[config.mk]
export PLATFORM = sky130hd
export DESIGN_NAME = swt_engine
export DESIGN_NICKNAME = d
export VERILOG_FILES = /design/src/include/swt_pkg.sv /design/src/include/swt_stream_if.sv /design/src/verilog/swt_fifo.sv /design/src/verilog/swt_engine.sv
export SDC_FILE = /design/constraint.sdc
export NUM_CORES = 1
export LEC_CHECK = 0
export ABC_AREA = 1
export CAP_MARGIN = 30
export CELL_PAD_IN_SITES_DETAIL_PLACEMENT = 1
export CELL_PAD_IN_SITES_GLOBAL_PLACEMENT = 2
export CORE_MARGIN = 2
export CORE_UTILIZATION = 42
export CTS_BUF_LIST = sky130_fd_sc_hd__clkbuf_2
export CTS_CLUSTER_SIZE = 12
export DETAILED_ROUTE_END_ITERATION = 10
export DONT_BUFFER_PORTS = 1
export MAX_ROUTING_LAYER = met4
export PLACE_DENSITY_LB_ADDON = 0.1
export SYNTH_ARGS = -nofsm -noshare
export SYNTH_HDL_FRONTEND = slang
export SYNTH_HIERARCHICAL = 1
export SYNTH_SLANG_ARGS = --single-unit
[constraint.sdc]
create_clock -name sys_clk -period 6.5 [get_ports sys_clk]
set_input_delay 1.3 -clock sys_clk [delete_from_list [all_inputs] [get_ports sys_clk]]
set_output_delay 1.3 -clock sys_clk [all_outputs]
set_load 0.02 [all_outputs]
[src/include/swt_pkg.sv]
// Shared constants and types for the setup and waveform transfer block.
// Assumes a single 125 MHz instrument clock and synchronous active-high reset.
package swt_pkg;

  // Byte-wide message stream
  localparam int BYTE_W          = 8;
  // Front-panel setup image: 400 characters at most
  localparam int SET_MAX_CHARS   = 400;
  localparam int SET_CMD_COUNT   = 11;
  // Nonvolatile slots, numbered 1 through 16
  localparam int SLOT_COUNT      = 16;
  // Operator text area length
  localparam int TEXT_MAX_CHARS  = 24;
  // Curve record layout
  localparam int CURVE_ID_CHARS  = 25;
  localparam int COORD_W         = 10;
  localparam int MAX_POINTS      = 1024;
  localparam int BYTES_PER_POINT = 4;
  localparam int MAX_CURVE_BYTES = 4099;
  // Preamble: 17 label/value pairs, about 410 characters
  localparam int PRE_PAIRS       = 17;
  localparam int PRE_MAX_CHARS   = 410;
  // Fifo depth in the outgoing data path
  localparam int OUT_FIFO_DEPTH  = 16;
  // ASCII codes used by the parser
  localparam logic [7:0] CH_LF   = 8'h0A;
  localparam logic [7:0] CH_SEMI = 8'h3B;
  localparam logic [7:0] CH_SP   = 8'h20;
  localparam logic [7:0] CH_QM   = 8'h3F;
  localparam logic [7:0] CH_CR   = 8'h0D;

  // Decoded command kinds
  typedef enum logic [7:0] {
    SWT_CMD_NONE  = 8'h00,
    SWT_CMD_SETQ  = 8'h01,
    SWT_CMD_SAVE  = 8'h02,
    SWT_CMD_RECL  = 8'h03,
    SWT_CMD_TEXT  = 8'h04,
    SWT_CMD_STORE = 8'h05,
    SWT_CMD_PREQ  = 8'h06,
    SWT_CMD_CURVQ = 8'h07,
    SWT_CMD_HORQ  = 8'h08
  } swt_cmd_t;

endpackage : swt_pkg

[src/include/swt_stream_if.sv]
// Valid/ready byte stream with a last marker between the engine and its fifo.
// Assumes both ends share sys_clk.
`timescale 1ns/10ps
`default_nettype none
interface swt_stream_if #(parameter int W = 8);
  logic [W-1:0] data;   // Payload byte
  logic         last;   // Final byte of message
  logic         valid;  // Byte offered
  logic         ready;  // Byte accepted
  modport src (output data, output last, output valid, input ready);
  modport snk (input data, input last, input valid, output ready);
endinterface : swt_stream_if
`default_nettype wire

[src/verilog/swt_fifo.sv]
// Synchronous fifo with valid/ready on both sides.
// Assumes one clock, synchronous reset and a freezing clock enable.
`timescale 1ns/10ps
`default_nettype none
module swt_fifo #(
  parameter int WIDTH = 9,
  parameter int DEPTH = 16
) (
  // Clock and reset
  input  wire logic             sys_clk,
  input  wire logic             sys_rst,
  input  wire logic             clk_en,
  // Fill side
  input  wire logic [WIDTH-1:0] in_data,
  input  wire logic             in_valid,
  output logic                  in_ready,
  // Drain side
  output logic      [WIDTH-1:0] out_data,
  output logic                  out_valid,
  input  wire logic             out_ready
);
  localparam int AW = $clog2(DEPTH);

  logic [WIDTH-1:0] mem [DEPTH];   // Storage words
  logic [AW-1:0]    wr_reg, wr_next;
  logic [AW-1:0]    rd_reg, rd_next;
  logic [AW:0]      cnt_reg, cnt_next;
  logic             push, pop;

  // Honest full and empty from the occupancy count
  assign in_ready  = (cnt_reg != (AW+1)'(DEPTH));
  assign out_valid = (cnt_reg != '0);
  assign out_data  = mem[rd_reg];
  assign push      = in_valid && in_ready;
  assign pop       = out_valid && out_ready;

  // Next pointer and count
  always_comb begin
    wr_next  = push ? AW'(wr_reg + 1'b1) : wr_reg;
    rd_next  = pop  ? AW'(rd_reg + 1'b1) : rd_reg;
    cnt_next = cnt_reg;
    if (push && !pop) begin
      cnt_next = cnt_reg + 1'b1;
    end else if (pop && !push) begin
      cnt_next = cnt_reg - 1'b1;
    end
  end

  // Pointer registers
  always_ff @(posedge sys_clk) begin
    if (sys_rst) begin
      wr_reg  <= '0;
      rd_reg  <= '0;
      cnt_reg <= '0;
    end else if (clk_en) begin
      wr_reg  <= wr_next;
      rd_reg  <= rd_next;
      cnt_reg <= cnt_next;
    end
  end

  // Storage write, no reset needed on data
  always_ff @(posedge sys_clk) begin
    if (clk_en && push) begin
      mem[wr_reg] <= in_data;
    end
  end
endmodule : swt_fifo // swt_fifo
`default_nettype wire

[src/verilog/swt_engine.sv]
// Message engine for front-panel setup, operator text and waveform transfer.
// Assumes bus handshakes arrive on sys_clk; pins are pre-decoded bytes with EOI.
`timescale 1ns/10ps
`default_nettype none
module swt_engine import swt_pkg::*; #(
  parameter int NPTS_W = 11,
  parameter int FIFO_D = swt_pkg::OUT_FIFO_DEPTH
) (
  // Clock, reset, enable
  input  wire logic                         sys_clk,
  input  wire logic                         sys_rst,
  input  wire logic                         clk_en,
  // Listener bytes from bus (parsed message)
  input  wire logic [swt_pkg::BYTE_W-1:0]   rx_data,
  input  wire logic                         rx_valid,
  input  wire logic                         rx_eoi,
  // Decoded command with argument
  input  wire swt_pkg::swt_cmd_t            cmd,
  input  wire logic [4:0]                   cmd_arg,
  input  wire logic                         cmd_valid,
  output logic                              cmd_ready,
  // Talker bytes to bus
  output logic [swt_pkg::BYTE_W-1:0]        tx_data,
  output logic                              tx_eoi,
  output logic                              tx_valid,
  input  wire logic                         tx_ready,
  // Front panel setup image, text and display
  input  wire logic [swt_pkg::BYTE_W-1:0]   panel_char,
  output logic [8:0]                        panel_idx,
  input  wire logic [8:0]                   panel_len,
  output logic                              panel_load,
  output logic [swt_pkg::BYTE_W-1:0]        text_char,
  output logic [4:0]                        text_idx,
  output logic                              text_we,
  output logic                              store_mode,
  // Preamble, horizontal and curve sources
  input  wire logic [swt_pkg::BYTE_W-1:0]   pre_char,
  input  wire logic [8:0]                   pre_len,
  input  wire logic [swt_pkg::BYTE_W-1:0]   hor_char,
  input  wire logic [8:0]                   hor_len,
  input  wire logic [swt_pkg::BYTE_W-1:0]   id_char,
  input  wire logic [swt_pkg::COORD_W-1:0]  pt_x,
  input  wire logic [swt_pkg::COORD_W-1:0]  pt_y,
  input  wire logic [NPTS_W-1:0]            pt_count,
  output logic [8:0]                        src_idx,
  output logic [NPTS_W-1:0]                 pt_idx,
  // Sequencer status, high in every state except idle
  output logic                              busy
);
  ////////////////////////////////////////////////////////////////////////////
  typedef enum logic [6:0] {
    SWT_IDLE = 7'b000_0001,
    SWT_SEND = 7'b000_0010,
    SWT_CID  = 7'b000_0100,
    SWT_CNT  = 7'b000_1000,
    SWT_PTS  = 7'b001_0000,
    SWT_SUM  = 7'b010_0000,
    SWT_COPY = 7'b100_0000
  } swt_st_t;

  // Sign-fill first byte of a 10-bit coordinate
  function automatic logic [7:0] hi_byte(input logic [COORD_W-1:0] v);
    hi_byte = {{6{v[COORD_W-1]}}, v[COORD_W-1:COORD_W-2]};
  endfunction

  swt_st_t          st_reg, st_next;
  logic [12:0]      cnt_reg, cnt_next;        // Byte counter within a phase
  logic [8:0]       len_reg, len_next;        // Length of ASCII response
  logic [1:0]       src_reg, src_next;        // 0 setup, 1 preamble, 2 horizontal
  logic [7:0]       sum_reg, sum_next;        // Running checksum
  logic [3:0]       slot_reg, slot_next;      // Active slot
  logic             dir_reg, dir_next;        // Copy direction: 1 save
  logic [4:0]       tix_reg, tix_next;        // Text position
  logic             txt_reg, txt_next;        // Text message in progress
  logic             sto_reg, sto_next;        // Store mode latch
  logic [7:0]       slots [SLOT_COUNT][SET_MAX_CHARS]; // Nonvolatile slot image
  logic [15:0]      nbytes;                   // Point byte count
  logic [7:0]       pbyte;                    // Current point byte
  logic [7:0]       ob_data;
  logic             ob_last, ob_valid;

  swt_stream_if #(.W(8)) ob ();
  logic [8:0] f_out;

  ////////////////////////////////////////////////////////////////////////////
  // Byte count of point data, four bytes per point
  assign nbytes = 16'(pt_count) * 16'(BYTES_PER_POINT);
  assign pt_idx = NPTS_W'(cnt_reg >> 2);
  assign src_idx = cnt_reg[8:0];
  assign panel_idx = cnt_reg[8:0];
  assign cmd_ready = (st_reg == SWT_IDLE);
  assign busy = (st_reg != SWT_IDLE);
  assign store_mode = sto_reg;

  // Point byte select: x hi, x lo, y hi, y lo
  always_comb begin
    case (cnt_reg[1:0])
      2'd0:    pbyte = hi_byte(pt_x);
      2'd1:    pbyte = pt_x[7:0];
      2'd2:    pbyte = hi_byte(pt_y);
      default: pbyte = pt_y[7:0];
    endcase
  end

  ////////////////////////////////////////////////////////////////////////////
  // Next-state logic for the transfer sequencer
  always_comb begin
    st_next   = st_reg;
    cnt_next  = cnt_reg;
    len_next  = len_reg;
    src_next  = src_reg;
    sum_next  = sum_reg;
    slot_next = slot_reg;
    dir_next  = dir_reg;
    sto_next  = sto_reg;
    ob_data   = 8'h00;
    ob_last   = 1'b0;
    ob_valid  = 1'b0;
    panel_load = 1'b0;
    case (st_reg)
      SWT_IDLE: begin
        cnt_next = '0;
        sum_next = '0;
        if (cmd_valid) begin
          case (cmd)
            SWT_CMD_SETQ: begin  // Setup goes out from the live panel
              src_next = 2'd0;
              len_next = (panel_len > 9'(SET_MAX_CHARS)) ? 9'(SET_MAX_CHARS) : panel_len;
              st_next  = SWT_SEND;
            end
            SWT_CMD_PREQ: begin
              src_next = 2'd1;
              len_next = pre_len;
              st_next  = SWT_SEND;
            end
            SWT_CMD_HORQ: begin
              src_next = 2'd2;
              len_next = hor_len;
              st_next  = SWT_SEND;
            end
            SWT_CMD_CURVQ: begin
              st_next = SWT_CID;
            end
            SWT_CMD_SAVE, SWT_CMD_RECL: begin  // Slot 1..16 maps to 0..15
              if (cmd_arg >= 5'd1 && cmd_arg <= 5'(SLOT_COUNT)) begin
                slot_next = 4'(cmd_arg - 5'd1);
                dir_next  = (cmd == SWT_CMD_SAVE);
                st_next   = SWT_COPY;
              end
            end
            SWT_CMD_STORE: begin
              sto_next = 1'b1;
            end
            default: begin
            end
          endcase
        end
      end
      SWT_SEND: begin  // One byte per character
        ob_valid = (len_reg != '0);
        ob_data  = (src_reg == 2'd0) ? panel_char : (src_reg == 2'd1) ? pre_char : hor_char;
        ob_last  = (cnt_reg[8:0] == len_reg - 9'd1);
        if (len_reg == '0) begin
          st_next = SWT_IDLE;
        end else if (ob.ready) begin
          cnt_next = cnt_reg + 13'd1;
          if (ob_last) begin
            st_next = SWT_IDLE;
          end
        end
      end
      SWT_CID: begin
        ob_valid = 1'b1;
        ob_data  = id_char;
        if (ob.ready) begin
          cnt_next = cnt_reg + 13'd1;
          if (cnt_reg == 13'(CURVE_ID_CHARS - 1)) begin
            cnt_next = '0;
            st_next  = SWT_CNT;
          end
        end
      end
      SWT_CNT: begin  // Count high byte then low
        ob_valid = 1'b1;
        ob_data  = cnt_reg[0] ? nbytes[7:0] : nbytes[15:8];
        if (ob.ready) begin
          sum_next = sum_reg + ob_data;
          cnt_next = cnt_reg + 13'd1;
          if (cnt_reg[0]) begin
            cnt_next = '0;
            st_next  = SWT_PTS;
          end
        end
      end
      SWT_PTS: begin
        ob_valid = 1'b1;
        ob_data  = pbyte;
        if (ob.ready) begin
          sum_next = sum_reg + pbyte;
          cnt_next = cnt_reg + 13'd1;
          if (cnt_reg == 13'(nbytes - 16'd1)) begin
            st_next = SWT_SUM;
          end
        end
      end
      SWT_SUM: begin
        ob_valid = 1'b1;
        ob_data  = sum_reg;
        ob_last  = 1'b1;
        if (ob.ready) begin
          st_next = SWT_IDLE;
        end
      end
      SWT_COPY: begin  // Slot traffic only touches the front panel
        panel_load = !dir_reg;
        cnt_next = cnt_reg + 13'd1;
        if (cnt_reg == 13'(SET_MAX_CHARS - 1)) begin
          st_next = SWT_IDLE;
        end
      end
      default: begin
        st_next = SWT_IDLE;
      end
    endcase
  end

  // Sequencer registers
  always_ff @(posedge sys_clk) begin
    if (sys_rst) begin
      st_reg   <= SWT_IDLE;
      cnt_reg  <= '0;
      len_reg  <= '0;
      src_reg  <= '0;
      sum_reg  <= '0;
      slot_reg <= '0;
      dir_reg  <= 1'b0;
      sto_reg  <= 1'b0;
    end else if (clk_en) begin
      st_reg   <= st_next;
      cnt_reg  <= cnt_next;
      len_reg  <= len_next;
      src_reg  <= src_next;
      sum_reg  <= sum_next;
      slot_reg <= slot_next;
      dir_reg  <= dir_next;
      sto_reg  <= sto_next;
    end
  end

  // Slot image write on save; recall only pulses panel_load, slot contents are never read out
  always_ff @(posedge sys_clk) begin
    if (clk_en && st_reg == SWT_COPY && dir_reg) begin
      slots[slot_reg][cnt_reg[8:0]] <= panel_char;
    end
  end

  ////////////////////////////////////////////////////////////////////////////
  // Operator text capture; message ends on LF or EOI
  always_comb begin
    tix_next = tix_reg;
    txt_next = txt_reg;
    text_we  = 1'b0;
    text_char = rx_data;
    if (cmd_valid && cmd_ready && cmd == SWT_CMD_TEXT) begin
      txt_next = 1'b1;
      tix_next = '0;
    end else if (txt_reg && rx_valid) begin
      if (rx_data == CH_LF) begin
        txt_next = 1'b0;
      end else begin
        text_we  = (tix_reg < 5'(TEXT_MAX_CHARS));
        tix_next = text_we ? tix_reg + 5'd1 : tix_reg;
        txt_next = !rx_eoi;
      end
    end
  end
  assign text_idx = tix_reg;

  // Text registers
  always_ff @(posedge sys_clk) begin
    if (sys_rst) begin
      tix_reg <= '0;
      txt_reg <= 1'b0;
    end else if (clk_en) begin
      tix_reg <= tix_next;
      txt_reg <= txt_next;
    end
  end

  ////////////////////////////////////////////////////////////////////////////
  // Outgoing fifo gives back-pressure to the sequencer
  assign ob.data  = ob_data;
  assign ob.last  = ob_last;
  assign ob.valid = ob_valid;

  swt_fifo #(.WIDTH(9), .DEPTH(FIFO_D)) u_fifo (
    .sys_clk   (sys_clk),
    .sys_rst   (sys_rst),
    .clk_en    (clk_en),
    .in_data   ({ob.last, ob.data}),
    .in_valid  (ob.valid),
    .in_ready  (ob.ready),
    .out_data  (f_out),
    .out_valid (tx_valid),
    .out_ready (tx_ready)
  );
  assign tx_data = f_out[7:0];
  assign tx_eoi  = f_out[8];
endmodule : swt_engine // swt_engine
`default_nettype wire

==> metrics.txt <==
CTS sink cnt 208; DP HPWL 26.9 mm; CTS tree yes; Final Hold Viols 0; Leak 5.71 nW; register area 5610 um^2; drt drc 0; Max Slew Vio Count 0; Max-cap violations 0; largest family of logic cells by synthesized area simple AND/OR/NAND/NOR gates; WL per Instance 18.6 um; height of the die 175 um; Avg Cell Area, Syn 7.79 um^2; relative slew slack 29.9%; clock transition at the registers of the reported paths 0.11 ns; Largest delay share family, worst path flip-flops; Final ANT Viol Nets 0; CP bufs+invs 2; mux contribution to synthesized area 0%; Primary FF master, synth edfxtp_1; Ports 175; share of cells above drive strength 1 12.0%; Worst Hold Path Cells 2; Slowest cell on crit path dfxtp_1; die extent in x 175 um; path depth of the worst reg2reg path 18; Seq/Total Area, Yosys 45.7%; Multi-input gate area 5280 um^2; asr flop ratio synth 0%; Synth Area in Adders 2.67%; cts hold-fix bufs 0; Die Area 30600 um^2; syn_nets 1719; crit-path max FO 36; post-DR vias/cell 5.19; critical path class flop to output pin; PostCTS Resize Cnt 0; status complete, no violations; Row Count 62; post-CTS setup buffer count 0; xor/xnor cell area share of the yosys netlist 1.07%; EDFF count, synth 144; # setup viols final 0; Stages on worst setup path 6; routed vias 10400; Achievable Freq 235 MHz; largest net degree at the start of global routing 73; DRT Pass-1 Iters 4; GR Overflow Total 0; clock skew 0.0770 ns; Worst Hold Class flop to flop; Initial Util 42.7%; slowest stage delay, CP 0.78 ns; placed cell area 12400 um^2; Num CTS Buffers 58; most frequent CP cell nand3_1; WL final 37.4 mm; setup_tns 0 ns; global placer's final weighted congestion 0.914; CP startpoint kind flop; synthesized area 12300 um^2; Slew @ Worst Pin 1.05 ns; design area 12900 um^2; area delta synth->final 5.22%; core area 28800 um^2; Total GRT Usage 25.5%; clk_lat worst skew 0.88 ns; crit end category output pin; clock buffer depth 3; post-synthesis simple-gate area fraction 32.5%; CTS root buf clkbuf_2; Synth Instances 1576; Ys Warns 6; CP Cell Sequence buf_4 -> inv_4 -> nand3_1 -> nand3_1 -> nand3_1 -> nand2_1; initial antenna violation count 1; synthesis-stage register bit count 208; first-pass GRT wire length 59.6 mm; number of fill cells in the layout 3637; RSZ-0062 raised after global routing false; Yosys cell types 55; vias in the first global route 11000; Critical Path RT 5.20 ns; initial DRC count 531; fin nets 1723; Port Buffers 0; max FFs per register 144; fin crit share 65.4%; CP arrival 2.95 ns; Synth Area in Compound Gates 6.75%; H-tree depth 2; Final min period 4.25 ns; Pwr Density 295 nW/um^2; peak supply drop 0.114 mV
worst register-to-register path: stages, from the launching register on:
cell,delay (ns)
dfxtp_1,0.95
inv_2,0.32
ha_1,0.34
nand2_1,0.08
and3_1,0.30
nand2_1,0.08
o211ai_1,0.10
o21ai_0,0.13
ha_1,0.35
inv_1,0.06
nor2_1,0.13
o21ai_0,0.10
nand2_1,0.08
nand2_1,0.06
nand2_1,0.07
a21oi_1,0.07
or2_2,0.27
nand3_1,0.08
a21oi_1,0.06
kinds of logic after synthesis:
logic type | count (synthesis)
xor+xnor | 15
buf+inv | 306
compound gates | 142
fa+ha+maj | 25
flops | 208
simple gates | 880
power breakdown:
group / internal [W] / total, W / switching (W) / leakage (nW)
Clock: 0.000362 / 0.000936 / 0.000574 / 0.394
Sequential: 0.00149 / 0.00155 / 0.0000568 / 1.84
Combinational: 0.000367 / 0.00132 / 0.000957 / 3.47
Total: 0.00222 / 0.00381 / 0.00159 / 5.71
Yosys cell counts, drive strengths merged, types with 3 or more instances:
| master | n | area [um^2] |
|---|---|---|
| dfxtp | 64 | 1280 |
| a31oi | 6 | 52.6 |
| nand4 | 22 | 153 |
| clkbuf | 9 | 33.8 |
| nor2 | 145 | 636 |
| a21oi | 64 | 328 |
| clkinv | 5 | 23.8 |
| inv | 230 | 876 |
| o22ai | 5 | 31.3 |
| a22o | 3 | 26.3 |
| xor2 | 10 | 87.6 |
| or2 | 6 | 37.5 |
| nand2 | 482 | 1890 |
| o211ai | 8 | 60.1 |
| nor4 | 3 | 18.8 |
| edfxtp | 144 | 4320 |
| ha | 23 | 288 |
| xnor2 | 5 | 43.8 |
| a221oi | 4 | 35.0 |
| nand3 | 202 | 1120 |
| o21ai | 39 | 195 |
| and3 | 4 | 25.0 |
| o21bai | 3 | 22.5 |
| nor3 | 14 | 91.3 |
| buf | 62 | 462 |
stage by stage:
stage          total power (W)  utilization [%]  instances  worst slack (ns)  hold WS [ns]
6_report               0.00381             44.9       2009              2.25         0.483
5_1_grt                0.00408             44.9       2009              2.01         0.400
4_1_cts                0.00387             44.8       2006              2.14         0.425
3_5_place_dp           0.00292             43.0       1902              2.84         0.474
3_3_place_gp           0.00288             42.8       1896              2.96         0.463
2_1_floorplan          0.00264                -       1576              3.07         0.438
routing by layer:
layer  share of wire, %  GRT usage, %  routed length, um  vias up
met4                1.4          5.83                522        0
met2                 52          45.4              19300      197
met5                  0             -                  0        -
met3                4.6          4.46               1740       46
met1                 42          30.0              15900     5055
li1                   -             -                  -     5130
placed cells by master, fill, tap and decap left out, types with 3 or more instances in the layout:
cell / instances
nand2_1: 460
inv_1: 208
nand3_1: 188
edfxtp_1: 144
nor2_1: 128
clkbuf_2: 88
dfxtp_1: 63
a21oi_1: 62
o21ai_0: 35
ha_1: 23
nand4_1: 21
inv_2: 18
nand2_2: 18
clkinv_1: 17
nor3_1: 11
buf_4: 11
xor2_1: 10
nor2_2: 9
nand3_2: 9
o211ai_1: 8
nor2_4: 7
nand3_4: 5
xnor2_1: 5
a31oi_1: 5
or2_2: 5
o22ai_1: 5
and3_1: 4
a221oi_1: 4
o21ai_1: 4
nand2_4: 3
inv_4: 3
o21bai_1: 3
nor4_1: 3
a22o_1: 3
final cells by class:
cell class / instances / share of cell area, %
Antenna cell: 1 / 0.0194
Clock buffer: 88 / 3.41
Clock inverter: 16 / 0.542
Inverter: 235 / 6.97
Multi-Input combinational cell: 1062 / 40.8
Sequential cell: 208 / 43.4
Tap cell: 384 / 3.72
Timing Repair Buffer: 15 / 1.09
worst paths after layout:
kind,start,to,slack (ns)
max,flop,tx_data[7],2.25
min,u_fifo/rd_reg[2]$_SDFFE_PP0P_,u_fifo/rd_reg[2]$_SDFFE_PP0P_,0.48
max reg2reg,cnt_reg[0]$_SDFFE_PP0P_,sum_reg[6]$_SDFFE_PP0P_,2.76
min reg2reg,u_fifo/rd_reg[2]$_SDFFE_PP0P_,u_fifo/rd_reg[2]$_SDFFE_PP0P_,0.48
No activity file was read; power rests on OpenSTA's default activity.
